File: src/dpw_pkg.sv
// Operation
// - Run-enable 1 starts a channel; 0 stops it and zeroes its counter.
// - Chained clock 0: channel two uses own tick; 1: channel one square wave.
// - Unused control bits read as zero and writes to them do nothing.
// - Channel-one flag sets on compare match in interval operation.
// - Channel-two flag sets on match in interval operation or combined mode.
// - Each interrupt line is high exactly while its flag and enable are both high.
// - Ordinary PWM operation raises no interrupt flags.
// - Writing 0 clears a flag, writing 1 leaves it alone.
// - Channel-two pin select hands pin b to the port or to channel two wave.
// - Channel-one pin select hands pin a to the port or to channel one wave.
// - Combined mode: channel one sets low width, channel two period; modes ignored.
// - Interval match clears the counter and sets the channel flag.
// - Interval compare writes are used only after the current match.
// - PWM output is high until counter equals compare, then low until overflow.
// - PWM compare writes take effect only after the counter overflows.
// - PWM period is 256 ticks at 8-bit, 128 ticks at 7-bit resolution.
// - Interval period is compare plus one ticks, or channel-one periods when chained.
// - Combined mode: channel-one output low for compare plus one ticks.
// - Compare registers are write-only and read back as zero.
// - Combined channel-two match clears both counters, sets flag two, drives wave one low.
// - Interval output toggles and counter clears on the tick after the match.
package dpw_pkg;

    localparam int          DATA_W      = 32;
    localparam int          ADDR_W      = 32;
    localparam int          DEC_W       = 8;
    localparam int          CNT_W       = 8;

    // Register byte offsets
    localparam logic [7:0]  OFS_RUN     = 8'h00;
    localparam logic [7:0]  OFS_PIN     = 8'h04;
    localparam logic [7:0]  OFS_CMP1    = 8'h08;
    localparam logic [7:0]  OFS_CMP2    = 8'h0c;
    localparam logic [7:0]  OFS_MODE    = 8'h10;

    // Run and interrupt control fields
    localparam int          RUN1_BIT    = 7;
    localparam int          RUN2_BIT    = 6;
    localparam int          CHAIN_BIT   = 5;
    localparam int          FLG1_BIT    = 3;
    localparam int          FLG2_BIT    = 2;
    localparam int          IE1_BIT     = 1;
    localparam int          IE2_BIT     = 0;

    // Pin and combine control fields
    localparam int          PIN2_BIT    = 6;
    localparam int          PIN1_BIT    = 5;
    localparam int          COMB_BIT    = 4;

    // Mode and clock select fields
    localparam int          MODE1_BIT   = 7;
    localparam int          MODE2_BIT   = 6;
    localparam int          SEVEN1_BIT  = 5;
    localparam int          SEVEN2_BIT  = 4;
    localparam int          CS1_LO      = 2;
    localparam int          CS2_LO      = 0;

    localparam logic [7:0]  REG_RESET   = 8'h00;
    localparam logic [7:0]  CNT_ZERO    = 8'h00;
    localparam logic [7:0]  CNT_ONE     = 8'h01;
    localparam logic [7:0]  CNT_MAX8    = 8'hff;
    localparam logic [7:0]  CNT_MAX7    = 8'h7f;
    localparam logic [31:0] RDATA_ZERO  = 32'h0000_0000;
    localparam logic        HRESP_OKAY  = 1'b0;

    typedef enum logic [2:0] {
        BUS_IDLE  = 3'b001,
        BUS_WRITE = 3'b010,
        BUS_READ  = 3'b100
    } dpw_bus_state_type;

endpackage : dpw_pkg

File: src/dpw_timer.sv
// Decided for this implementation: the AHB-Lite register port and the address map.
`timescale 1ns/1ps
module dpw_timer #(
    parameter int PRE_W    = 8,
    parameter int PRE_EXP0 = 1,
    parameter int PRE_EXP1 = 2,
    parameter int PRE_EXP2 = 3,
    parameter int PRE_EXP3 = 4
) (
    // Clock, reset, enable
    input  wire logic                        clk,
    input  wire logic                        rst_n,
    input  wire logic                        ce,
    // AHB-Lite slave
    input  wire logic                        hsel,
    input  wire logic [dpw_pkg::ADDR_W-1:0]  haddr,
    input  wire logic [1:0]                  htrans,
    input  wire logic                        hwrite,
    input  wire logic [2:0]                  hsize,
    input  wire logic [dpw_pkg::DATA_W-1:0]  hwdata,
    input  wire logic                        hready,
    output logic      [dpw_pkg::DATA_W-1:0]  hrdata,
    output logic                             hreadyout,
    output logic                             hresp,
    // General port drive for the shared pins
    input  wire logic                        gpio_a_out,
    input  wire logic                        gpio_a_oe,
    input  wire logic                        gpio_b_out,
    input  wire logic                        gpio_b_oe,
    // Shared pins
    output logic                             port_pin_a_out,
    output logic                             port_pin_a_oe,
    output logic                             port_pin_b_out,
    output logic                             port_pin_b_oe,
    // Interrupt requests
    output logic                             ch_one_irq,
    output logic                             ch_two_irq
);
    import dpw_pkg::*;

    if (PRE_EXP0 < 1 || PRE_EXP1 < 1 || PRE_EXP2 < 1 || PRE_EXP3 < 1 ||
        PRE_EXP0 > PRE_W || PRE_EXP1 > PRE_W || PRE_EXP2 > PRE_W || PRE_EXP3 > PRE_W)
    begin : g_bad_prescale
        $error("dpw_timer: prescaler exponents must lie in 1..PRE_W");
    end

    // Tick when the low e bits of the prescaler are all ones
    function automatic logic pre_tick(input logic [PRE_W-1:0] c, input logic [1:0] sel);
        logic [PRE_W-1:0] m;
        int               e;
        case (sel)
            2'h0:    e = PRE_EXP0;
            2'h1:    e = PRE_EXP1;
            2'h2:    e = PRE_EXP2;
            default: e = PRE_EXP3;
        endcase
        m = PRE_W'((64'h1 << e) - 64'h1);
        return (c & m) == m;
    endfunction : pre_tick

    dpw_bus_state_type      st_ff;
    logic [DEC_W-1:0]       addr_ff;
    logic [DATA_W-1:0]      hrdata_ff;
    logic                   hready_ff;
    logic [1:0]             run_en_ff;
    logic                   chain_ff;
    logic [1:0]             flag_ff;
    logic [1:0]             ie_ff;
    logic [1:0]             pin_sel_ff;
    logic                   comb_ff;
    logic [1:0][CNT_W-1:0]  cmp_ff;
    logic [1:0]             mode_ff;
    logic [1:0]             seven_ff;
    logic [1:0][1:0]        csel_ff;
    logic [PRE_W-1:0]       pre_ff;
    logic [1:0][CNT_W-1:0]  cnt_ff;
    logic [1:0][CNT_W-1:0]  lat_ff;
    logic [1:0]             wave_ff;
    logic                   wave1_q_ff;
    logic [1:0]             irq_ff;
    logic                   pin_a_out_ff;
    logic                   pin_a_oe_ff;
    logic                   pin_b_out_ff;
    logic                   pin_b_oe_ff;

    logic [1:0][CNT_W-1:0]  nxt_cnt;
    logic [1:0][CNT_W-1:0]  nxt_lat;
    logic [1:0]             nxt_wave;
    logic [1:0]             nxt_flag;
    logic [1:0]             nxt_ie;
    logic [1:0]             hit;
    logic [7:0]             rd_run;
    logic [7:0]             rd_pin;
    logic [7:0]             rd_mode;
    dpw_bus_state_type      nxt_st;

    // Bus decode
    wire                    bus_req  = hsel & hready & htrans[1];
    wire                    wr_phase = (st_ff == BUS_WRITE);
    wire                    wr_run   = wr_phase && (addr_ff == OFS_RUN);
    wire                    wr_pin   = wr_phase && (addr_ff == OFS_PIN);
    wire                    wr_cmp1  = wr_phase && (addr_ff == OFS_CMP1);
    wire                    wr_cmp2  = wr_phase && (addr_ff == OFS_CMP2);
    wire                    wr_mode  = wr_phase && (addr_ff == OFS_MODE);
    wire [7:0]              wd       = hwdata[7:0];

    // Channel clocking
    wire                    ch1_rise = wave_ff[0] & ~wave1_q_ff;
    wire [1:0]              pwm      = mode_ff & {2{~comb_ff}};
    wire [1:0]              tick     = {chain_ff ? ch1_rise : pre_tick(pre_ff, csel_ff[1]),
                                        pre_tick(pre_ff, csel_ff[0])};
    wire [1:0]              set_flag = {hit[1] & (comb_ff | ~mode_ff[1]),
                                        hit[0] & ~comb_ff & ~mode_ff[0]};

    always_comb begin
        nxt_st = st_ff;
        case (st_ff)
            BUS_IDLE, BUS_WRITE: begin
                if (bus_req) begin
                    nxt_st = hwrite ? BUS_WRITE : BUS_READ;
                end else begin
                    nxt_st = BUS_IDLE;
                end
            end
            BUS_READ: nxt_st = BUS_IDLE;
            default:  nxt_st = BUS_IDLE;
        endcase
    end

    // Read views; unused bits and compare registers read as zero
    always_comb begin
        rd_run               = REG_RESET;
        rd_run[RUN1_BIT]     = run_en_ff[0];
        rd_run[RUN2_BIT]     = run_en_ff[1];
        rd_run[CHAIN_BIT]    = chain_ff;
        rd_run[FLG1_BIT]     = flag_ff[0];
        rd_run[FLG2_BIT]     = flag_ff[1];
        rd_run[IE1_BIT]      = ie_ff[0];
        rd_run[IE2_BIT]      = ie_ff[1];
        rd_pin               = REG_RESET;
        rd_pin[PIN2_BIT]     = pin_sel_ff[1];
        rd_pin[PIN1_BIT]     = pin_sel_ff[0];
        rd_pin[COMB_BIT]     = comb_ff;
        rd_mode              = REG_RESET;
        rd_mode[MODE1_BIT]   = mode_ff[0];
        rd_mode[MODE2_BIT]   = mode_ff[1];
        rd_mode[SEVEN1_BIT]  = seven_ff[0];
        rd_mode[SEVEN2_BIT]  = seven_ff[1];
        rd_mode[CS1_LO+:2]   = csel_ff[0];
        rd_mode[CS2_LO+:2]   = csel_ff[1];
    end

    wire [7:0] rd_sel = (addr_ff == OFS_RUN)  ? rd_run  :
                        (addr_ff == OFS_PIN)  ? rd_pin  :
                        (addr_ff == OFS_MODE) ? rd_mode : REG_RESET;

    // Counter, compare latch and wave generation
    always_comb begin
        nxt_cnt  = cnt_ff;
        nxt_lat  = lat_ff;
        nxt_wave = wave_ff;
        hit      = 2'b00;
        for (int i = 0; i < 2; i++) begin
            if (!run_en_ff[i]) begin
                nxt_cnt[i] = CNT_ZERO;
                nxt_lat[i] = cmp_ff[i];
                if (!pwm[i]) begin
                    nxt_wave[i] = 1'b0;
                end
            end else if (tick[i]) begin
                if (pwm[i]) begin
                    if (cnt_ff[i] == (seven_ff[i] ? CNT_MAX7 : CNT_MAX8)) begin
                        nxt_cnt[i]  = CNT_ZERO;
                        nxt_lat[i]  = cmp_ff[i];
                        nxt_wave[i] = (cmp_ff[i] != CNT_ZERO);
                    end else begin
                        nxt_cnt[i] = cnt_ff[i] + CNT_ONE;
                        if (nxt_cnt[i] == lat_ff[i]) begin
                            nxt_wave[i] = 1'b0;
                        end
                    end
                end else if (cnt_ff[i] == lat_ff[i]) begin
                    hit[i] = 1'b1;
                    if (comb_ff && i == 0) begin
                        nxt_wave[i] = 1'b1;
                    end else begin
                        nxt_cnt[i]  = CNT_ZERO;
                        nxt_lat[i]  = cmp_ff[i];
                        nxt_wave[i] = ~wave_ff[i];
                    end
                end else begin
                    nxt_cnt[i] = cnt_ff[i] + CNT_ONE;
                end
            end
        end
        if (comb_ff && hit[1]) begin
            nxt_cnt[0]  = CNT_ZERO;
            nxt_lat[0]  = cmp_ff[0];
            nxt_wave[0] = 1'b0;
        end
    end

    // Hardware set wins over a software clear
    assign nxt_flag[0] = set_flag[0] | (flag_ff[0] & ~(wr_run & ~wd[FLG1_BIT]));
    assign nxt_flag[1] = set_flag[1] | (flag_ff[1] & ~(wr_run & ~wd[FLG2_BIT]));
    assign nxt_ie      = wr_run ? {wd[IE2_BIT], wd[IE1_BIT]} : ie_ff;

    always_ff @(posedge clk or negedge rst_n) begin
        if (!rst_n) begin
            st_ff     <= BUS_IDLE;
            addr_ff   <= REG_RESET;
            hrdata_ff <= RDATA_ZERO;
            hready_ff <= 1'b1;
        end else if (ce) begin
            st_ff <= nxt_st;
            if (bus_req) begin
                addr_ff <= haddr[DEC_W-1:0];
            end
            if (bus_req && !hwrite) begin
                hready_ff <= 1'b0;
            end else if (st_ff == BUS_READ) begin
                hready_ff <= 1'b1;
                hrdata_ff <= {24'h00_0000, rd_sel};
            end
        end
    end

    always_ff @(posedge clk or negedge rst_n) begin
        if (!rst_n) begin
            run_en_ff  <= 2'b00;
            chain_ff   <= 1'b0;
            ie_ff      <= 2'b00;
            pin_sel_ff <= 2'b00;
            comb_ff    <= 1'b0;
            cmp_ff     <= '0;
            mode_ff    <= 2'b00;
            seven_ff   <= 2'b00;
            csel_ff    <= '0;
        end else if (ce) begin
            if (wr_run) begin
                run_en_ff <= {wd[RUN2_BIT], wd[RUN1_BIT]};
                chain_ff  <= wd[CHAIN_BIT];
            end
            ie_ff <= nxt_ie;
            if (wr_pin) begin
                pin_sel_ff <= {wd[PIN2_BIT], wd[PIN1_BIT]};
                comb_ff    <= wd[COMB_BIT];
            end
            if (wr_cmp1) begin
                cmp_ff[0] <= wd;
            end
            if (wr_cmp2) begin
                cmp_ff[1] <= wd;
            end
            if (wr_mode) begin
                mode_ff  <= {wd[MODE2_BIT], wd[MODE1_BIT]};
                seven_ff <= {wd[SEVEN2_BIT], wd[SEVEN1_BIT]};
                csel_ff  <= {wd[CS2_LO+:2], wd[CS1_LO+:2]};
            end
        end
    end

    always_ff @(posedge clk or negedge rst_n) begin
        if (!rst_n) begin
            pre_ff     <= '0;
            cnt_ff     <= '0;
            lat_ff     <= '0;
            wave_ff    <= 2'b00;
            wave1_q_ff <= 1'b0;
            flag_ff    <= 2'b00;
            irq_ff     <= 2'b00;
        end else if (ce) begin
            pre_ff     <= (|run_en_ff) ? pre_ff + PRE_W'(1) : '0;
            cnt_ff     <= nxt_cnt;
            lat_ff     <= nxt_lat;
            wave_ff    <= nxt_wave;
            wave1_q_ff <= wave_ff[0];
            flag_ff    <= nxt_flag;
            irq_ff     <= nxt_flag & nxt_ie;
        end
    end

    always_ff @(posedge clk or negedge rst_n) begin
        if (!rst_n) begin
            pin_a_out_ff <= 1'b0;
            pin_a_oe_ff  <= 1'b0;
            pin_b_out_ff <= 1'b0;
            pin_b_oe_ff  <= 1'b0;
        end else if (ce) begin
            pin_a_out_ff <= pin_sel_ff[0] ? wave_ff[0] : gpio_a_out;
            pin_a_oe_ff  <= pin_sel_ff[0] | gpio_a_oe;
            pin_b_out_ff <= pin_sel_ff[1] ? wave_ff[1] : gpio_b_out;
            pin_b_oe_ff  <= pin_sel_ff[1] | gpio_b_oe;
        end
    end

    assign hrdata         = hrdata_ff;
    assign hreadyout      = hready_ff;
    assign hresp          = HRESP_OKAY;
    assign port_pin_a_out = pin_a_out_ff;
    assign port_pin_a_oe  = pin_a_oe_ff;
    assign port_pin_b_out = pin_b_out_ff;
    assign port_pin_b_oe  = pin_b_oe_ff;
    assign ch_one_irq     = irq_ff[0];
    assign ch_two_irq     = irq_ff[1];

    property p_stop_clear;
        @(posedge clk) disable iff (!rst_n)
        (ce && !run_en_ff[0]) |=> (cnt_ff[0] == CNT_ZERO);
    endproperty
    a_stop_clear: assert property (p_stop_clear) else $error("stopped counter not zero");

    property p_chain_hold;
        @(posedge clk) disable iff (!rst_n)
        (ce && chain_ff && run_en_ff[1] && !pwm[1] && !ch1_rise && !comb_ff)
            |=> $stable(cnt_ff[1]);
    endproperty
    a_chain_hold: assert property (p_chain_hold) else $error("chained counter moved");

    property p_irq_level;
        @(posedge clk) disable iff (!rst_n)
        (ch_one_irq == (flag_ff[0] && ie_ff[0])) && (ch_two_irq == (flag_ff[1] && ie_ff[1]));
    endproperty
    a_irq_level: assert property (p_irq_level) else $error("irq differs from flag and enable");

    property p_interval_match;
        @(posedge clk) disable iff (!rst_n)
        (ce && run_en_ff[0] && tick[0] && !pwm[0] && !comb_ff && cnt_ff[0] == lat_ff[0])
            |=> (cnt_ff[0] == CNT_ZERO) && flag_ff[0] && (wave_ff[0] != $past(wave_ff[0]));
    endproperty
    a_interval_match: assert property (p_interval_match) else $error("interval match wrong");

    property p_pwm_no_flag;
        @(posedge clk) disable iff (!rst_n)
        (ce && run_en_ff[0] && pwm[0] && !flag_ff[0]) |=> !flag_ff[0];
    endproperty
    a_pwm_no_flag: assert property (p_pwm_no_flag) else $error("flag set in PWM");

    property p_flag_clear;
        @(posedge clk) disable iff (!rst_n)
        (ce && wr_run && !wd[FLG2_BIT] && !set_flag[1]) |=> !flag_ff[1];
    endproperty
    a_flag_clear: assert property (p_flag_clear) else $error("flag not cleared by 0");

    property p_pwm_low;
        @(posedge clk) disable iff (!rst_n)
        (ce && run_en_ff[1] && pwm[1] && tick[1] && lat_ff[1] != CNT_ZERO &&
         cnt_ff[1] + CNT_ONE == lat_ff[1]) |=> !wave_ff[1];
    endproperty
    a_pwm_low: assert property (p_pwm_low) else $error("PWM wave not low at match");

    property p_comb_clear;
        @(posedge clk) disable iff (!rst_n)
        (ce && comb_ff && hit[1])
            |=> (cnt_ff == '0) && !wave_ff[0] && flag_ff[1];
    endproperty
    a_comb_clear: assert property (p_comb_clear) else $error("combined clear wrong");

    property p_pin_route;
        @(posedge clk) disable iff (!rst_n)
        (ce && pin_sel_ff[1]) |=> (port_pin_b_oe && port_pin_b_out == $past(wave_ff[1]));
    endproperty
    a_pin_route: assert property (p_pin_route) else $error("pin b not routed");

    property p_read_wait;
        @(posedge clk) disable iff (!rst_n)
        (ce && bus_req && !hwrite) |=> !hreadyout ##1 hreadyout;
    endproperty
    a_read_wait: assert property (p_read_wait) else $error("read wait state wrong");

endmodule : dpw_timer

File: config.mk
export PLATFORM = sky130hd
export DESIGN_NAME = dpw_timer
export DESIGN_NICKNAME = d
export VERILOG_FILES = /design/src/dpw_pkg.sv /design/src/dpw_timer.sv
export SDC_FILE = /design/constraint.sdc
export NUM_CORES = 1
export LEC_CHECK = 0
export BUFFER_PORTS_ARGS = -buffer_cell sky130_fd_sc_hd__buf_2
export CAP_MARGIN = 20
export CORE_MARGIN = 1
export CORE_UTILIZATION = 45
export DETAILED_ROUTE_END_ITERATION = 16
export PLACE_DENSITY = 0.66
export SLEW_MARGIN = 40
export SYNTH_ARGS = -nofsm -noshare
export SYNTH_HDL_FRONTEND = slang
export SYNTH_SLANG_ARGS = --single-unit
File: constraint.sdc
create_clock -name clk -period 2.8 [get_ports clk]
set_clock_uncertainty 0.1 [all_clocks]
set_input_delay 0.7 -clock clk [delete_from_list [all_inputs] [get_ports clk]]
set_output_delay 0.7 -clock clk [all_outputs]
set_load 0.005 [all_outputs]
* Word-level counts from Yosys, hierarchy flattened
Cells that the tools add are included.
** Storage, ports and cells
- Register bits :: 103
- Input bits :: 79
- Output and inout port bits :: 40
- Logic and storage cells :: 192
** Cells by class
- Add/sub/neg operators :: 5
- Eq/ne operators :: 31
- Shifts and indexed selects :: 2
- Mux-type cells :: 65
- Bitwise logic cells :: 30
- Reduce and logical (&&, ||, !) cells :: 30
** Operators with widths (number)
- two-way mux 8 bit :: 30
- == test 8 bit :: 8
- two-way mux 1 bit :: 29
- adder 8 x 1 -> 8 bit (second input constant) :: 3
- case mux 3 bit (3 select lines) :: 2
- bitwise AND 8 bit :: 2
- == test 8 x 4 -> 1 bit (second input constant) :: 2
- AND reduction 2 bit :: 8
- nonzero test 8 bit :: 2
- left shift 1 x 3 -> 8 bit (first input constant) :: 2
- subtractor 8 x 1 -> 8 bit (second input constant) :: 2
- AND reduction 5 bit :: 3
- inequality test 4 x 2 -> 1 bit (second input constant) :: 3
- inverter 1 bit :: 11
- bitwise AND 1 bit :: 10
- two-way mux 3 bit :: 3
- == test 8 x 3 -> 1 bit (second input constant) :: 1
- == test 8 x 5 -> 1 bit (second input constant) :: 1
- logical NOT 8 bit :: 1
- logical AND 1 bit :: 7
- inequality test 3 x 1 -> 1 bit (second input constant) :: 2
- inequality test 3 x 2 -> 1 bit (second input constant) :: 2
- AND reduction 3 bit :: 2
- inequality test 5 x 2 -> 1 bit (second input constant) :: 1
- other kinds (17) :: 26

* Depth between registers and ports, before layout
- Word-level depth :: 12
- Depth in mapped cells :: 10
- Mapped depth without buffers :: 9

* Worst setup path after synthesis
Ideal clock, no wire load.
- Path type :: reg-to-reg
- From :: reg csel_ff[2] in the netlist's numbering
- To :: reg lat_ff[0] in the netlist's numbering
- Setup time :: 0.128 ns
- Data arrival time :: 2.616 ns
- Slack :: -0.044 ns
- Stages on the path, launching flop included :: 10
- Period minus slack after synthesis :: 2.844 ns
- Cells stage by stage :: dfrtp_1 > inv_1 > ha_1 > nor4_4 > o2111ai_2 > a2111oi_4 > o2111ai_2 > o311a_1 > nor2_8 > mux2_1
** Between the ends
- Longest elaborated chain between the ends :: 12
** Ends and longest elaborated chain
- start: declaration :: line dpw_timer.sv:74 : logic [1:0][1:0] csel_ff;
- start signal: assignment :: line dpw_timer.sv:258 : csel_ff <= {wd[CS2_LO+:2], wd[CS1_LO+:2]};
- == test 2 bit, or another cell as far along :: line dpw_timer.sv:51 : case (sel)
- case mux 3 bit (3 select lines) (*) :: line dpw_timer.sv:51
- left shift 1 x 3 -> 8 bit (*) :: line dpw_timer.sv:57 : m = PRE_W'((64'h1 << e) - 64'h1);
- subtractor 8 x 1 -> 8 bit (*) :: line dpw_timer.sv:57
- bitwise AND 8 bit :: line dpw_timer.sv:58 : return (c & m) == m;
- == test 8 bit (*) :: line dpw_timer.sv:58
- two-way mux 1 bit (*) :: line dpw_timer.sv:110 : wire [1:0] tick = {chain_ff ? ch1_rise : pre_tick(pre_ff, csel_ff[1]),
- two-way mux 1 bit (*) :: line dpw_timer.sv:170 : end else if (tick[i]) begin
- two-way mux 1 bit (*) :: line dpw_timer.sv:164 : if (!run_en_ff[i]) begin
- logical AND 1 bit (*) :: line dpw_timer.sv:196 : if (comb_ff && hit[1]) begin
- inequality test 4 x 2 -> 1 bit (no line), or another cell as far along
- AND reduction 5 bit (no line)
- end signal: assignment :: line dpw_timer.sv:275 : lat_ff <= nxt_lat;
- end: declaration :: line dpw_timer.sv:77 : logic [1:0][CNT_W-1:0] lat_ff;
Mark *: on every way between the ends. The rest lies on a longest branch, timed or not.
A chain may end at the register's enable or synchronous reset.

* Worst setup path after layout
- From :: reg csel_ff[3] in the netlist's numbering
- To :: reg wave_ff[1]
** Between the ends
- Longest elaborated chain between the ends :: 9
** Ends and longest elaborated chain
- == test 2 bit, or another cell as far along :: line dpw_timer.sv:51
- case mux 3 bit (3 select lines) (*) :: line dpw_timer.sv:51
- left shift 1 x 3 -> 8 bit (*) :: line dpw_timer.sv:57
- subtractor 8 x 1 -> 8 bit (*) :: line dpw_timer.sv:57
- bitwise AND 8 bit :: line dpw_timer.sv:58
- == test 8 bit (*) :: line dpw_timer.sv:58
- two-way mux 1 bit (*) :: line dpw_timer.sv:110
- inequality test 4 x 2 -> 1 bit (no line) / inequality test 2 x 1 -> 1 bit (equally long branches)
- AND reduction 5 bit (no line) (*)
- end signal: assignment :: line dpw_timer.sv:276 : wave_ff <= nxt_wave;
- end: declaration :: line dpw_timer.sv:78 : logic [1:0] wave_ff;
Marks and branches as above.

==> results.yml <==
run_status:
  status: "finished with violations"
  violations: "negative setup slack"
sta:
  drv_slew: 0
  post-route-min-period_ps: 2880
  relSlewSlack: 0.515
  hold_slack_ps: 212
  setup_tns_ps: -886
  fin_ws_ps: -80.3
  finalHoldViolCount: 0
  worst_slew_pin_slew_ps: 722
  setup_viol: 19
  max_freq_mhz: 347
  grt_setup_unrepaired: "yes"
  period_share: 1.03
drt:
  drt_iter0_markers: 243
  ant_nets: 0
  drc: 0
  viasPerCell: 5.45
  drt_pass1_iterations: 4
  vias: 4405
  routed_wl_microns: 13600
  wl_per_cell_microns: 16.8
global_route:
  busiest_layer: "met2"
  met2_usage: 0.350
  grt_max_degree: 38
  grt_util_met1: 0.285
  antenna_found_initial: 0
  grt_usage: 0.216
  grt_pass1_vias: 4368
  overflow: 0
  grt_pass1_wl_microns: 22100
  grtUsageMet3: 0.0434
power:
  ir_drop_mv: 0.340
  p_leak_nw: 3.27
  power_density_nw_per_um2: 449
  power.total_mw: 3.15
setup_path:
  cp_max_fo: 4
  path_class: "reg -> reg"
  r2r_start: "csel_ff[3]"
  r2r_slack_ps: -80
  cp_data_arrival_time_ps: 3030
  startpoint_type: "flip-flop"
  end_kind: "flip-flop"
  cp_data_required_time_ps: 2950
  r2r_cells: 11
  r2r_end: "wave_ff[1]"
layout:
  post-route-util: 0.555
  layout-drive-gt1-share: 0.322
  area_growth_pct: 20.1
  fillers: 1083
  layout_common_cells: "dfrtp_1, nand2_1, mux2_2, buf_2, buf_4"
  layout.cells.non_filler: 808
  layout.nets: 729
  final_common_cell: "dfrtp_1"
  diodes: 0
placed_design:
  portBuffers: 41
  dp.cells: 784
  gp_congestion: 0.881
  place_hpwl_microns: 9830
floorplanning:
  coreArea_sq_um: 12600
  num_rows: 41
  die_h_microns: 116
  top_level_ports: 119
  fp.dieArea_sq_um: 13400
  die_w_microns: 116
  initial_utilization: 0.462
synthesis:
  synth.avg_cell_area_sq_um: 10.5
  ys.warnings.count: 0
  postSynthCellCount: 554
  ys_top_cells_by_area: "dfrtp_1, mux2_2, ha_1"
  synth_top_cell_by_area: "dfrtp_1"
  ys_ff_latch: 103
  synth_top_cell_area_share: 0.433
  async_reset_ff_frac: 1.00
  syn-cell-area_sq_um: 5840
  synth_flop_cell: "dfrtp_1"
  synth_cell_type_count: 73
  synth_edf_count: 0
  seq_area_frac_synth: 0.442
clock_network:
  clk_pin_slew_ps: 70
  ctsHoldBuffers: 0
  root_buffer: "clkbuf_16"
  numClockSinks: 103
  max-clock-path-buffers: 2
  cts_tree: "done"
  worstSkewPairLatency_ps: 350
  cts_htree_levels: 3
  cts-buffers-inserted: 9
min_path:
  hp-class: "in -> async"
job:
  max_cap_violations: 0
cell type report:
class                   count  area (sq um)  area share
clock buffers              10           239      0.0341
inverters                  19          71.3      0.0102
flip-flops and latches    103          2580       0.368
repair buffers             84           586      0.0835
well taps                 172           215      0.0307
clock inverters             6          52.6     0.00750
multi-input cells         414          3270       0.466
how the worst max path moves through the flow:
stage                from          to  slack [ps]  cells past startpoint
2_1_floorplan  csel_ff[2]   lat_ff[0]          10                      9
3_3_place_gp   csel_ff[2]   lat_ff[0]         -60                      9
3_5_place_dp   csel_ff[2]   lat_ff[3]        -130                     10
4_1_cts        csel_ff[3]   lat_ff[3]         -60                     10
5_1_grt        csel_ff[3]  wave_ff[1]        -210                     11
6_report       csel_ff[3]  wave_ff[1]         -80                     11
state kept, by name, summed over array words and instances, names as in the netlist, 2 cells and up:
signal / count
lat_ff: 16
cnt_ff: 16
wave_ff: 2
seven_ff: 2
ie_ff: 2
flag_ff: 2
hrdata: 8
run_en_ff: 2
irq_ff: 2
cmp_ff: 16
pin_sel_ff: 2
mode_ff: 2
addr_ff: 8
pre_ff: 8
csel_ff: 4
st_ff: 3
logic make-up after synthesis:
logic type / share of synthesized area
AOI/OAI and AO/OA: 0.136
other: 0.000643
and+or+nand+nor: 0.153
muxes: 0.121
DFF: 0.442
buffers and inverters: 0.0570
adders and majority gates: 0.0407
xor gates and xnor gates: 0.0495
synth_stat cells (4+ instances only):
library cell	count
ha_1	19
or3_1	5
nand4_1	11
buf_4	25
inv_1	19
xor2_1	24
dfrtp_1	101
a22oi_1	7
nor3_1	6
o21ai_1	12
o21ai_0	20
nor4_1	10
o31ai_1	6
xnor2_1	9
o22ai_1	5
a21oi_1	19
nor2_1	33
nand3_1	14
and3_1	5
nand2b_1	8
nand2_1	45
mux2_2	40
nor2b_1	5
and2_1	4
clkbuf_1	13
a211oi_1	5
mux2_1	20
per-stage QoR:
step           area (sq um)  setup slack [ps]
6_report               7010             -80.3
5_1_grt                7010              -211
4_1_cts                6830             -58.5
3_5_place_dp           6370              -130
3_3_place_gp           6360             -55.7
2_1_floorplan          5930              10.2
repair_timing:
action,CTS,global route
pin swaps,9,17
gates cloned,0,1
endpoints found under the setup margin,30,33
gates resized for setup,26,39
buffers inserted,6,3
per-layer routing:
layer,share of wire,routed length [microns]
met5,0,0
met4,0.019,258
met3,0.039,529
met2,0.47,6400
met1,0.47,6390
critical path: stages, from the launching register on:
cell       delay (ps)
dfrtp_1           390
inv_2              90
buf_6             130
ha_4              160
nor4_4            290
o2111ai_2         160
a2111oi_4         470
buf_4             240
nor2_4             40
nor4_4            340
nor2_2             80
o311ai_2          280
report_power, final:
part,leakage [nW],internal (mW),switching [mW]
registers,1.38,1.55,0.0531
clock network,0.143,0.644,0.603
logic,1.75,0.132,0.162
Power figures use the tool's default switching activity.
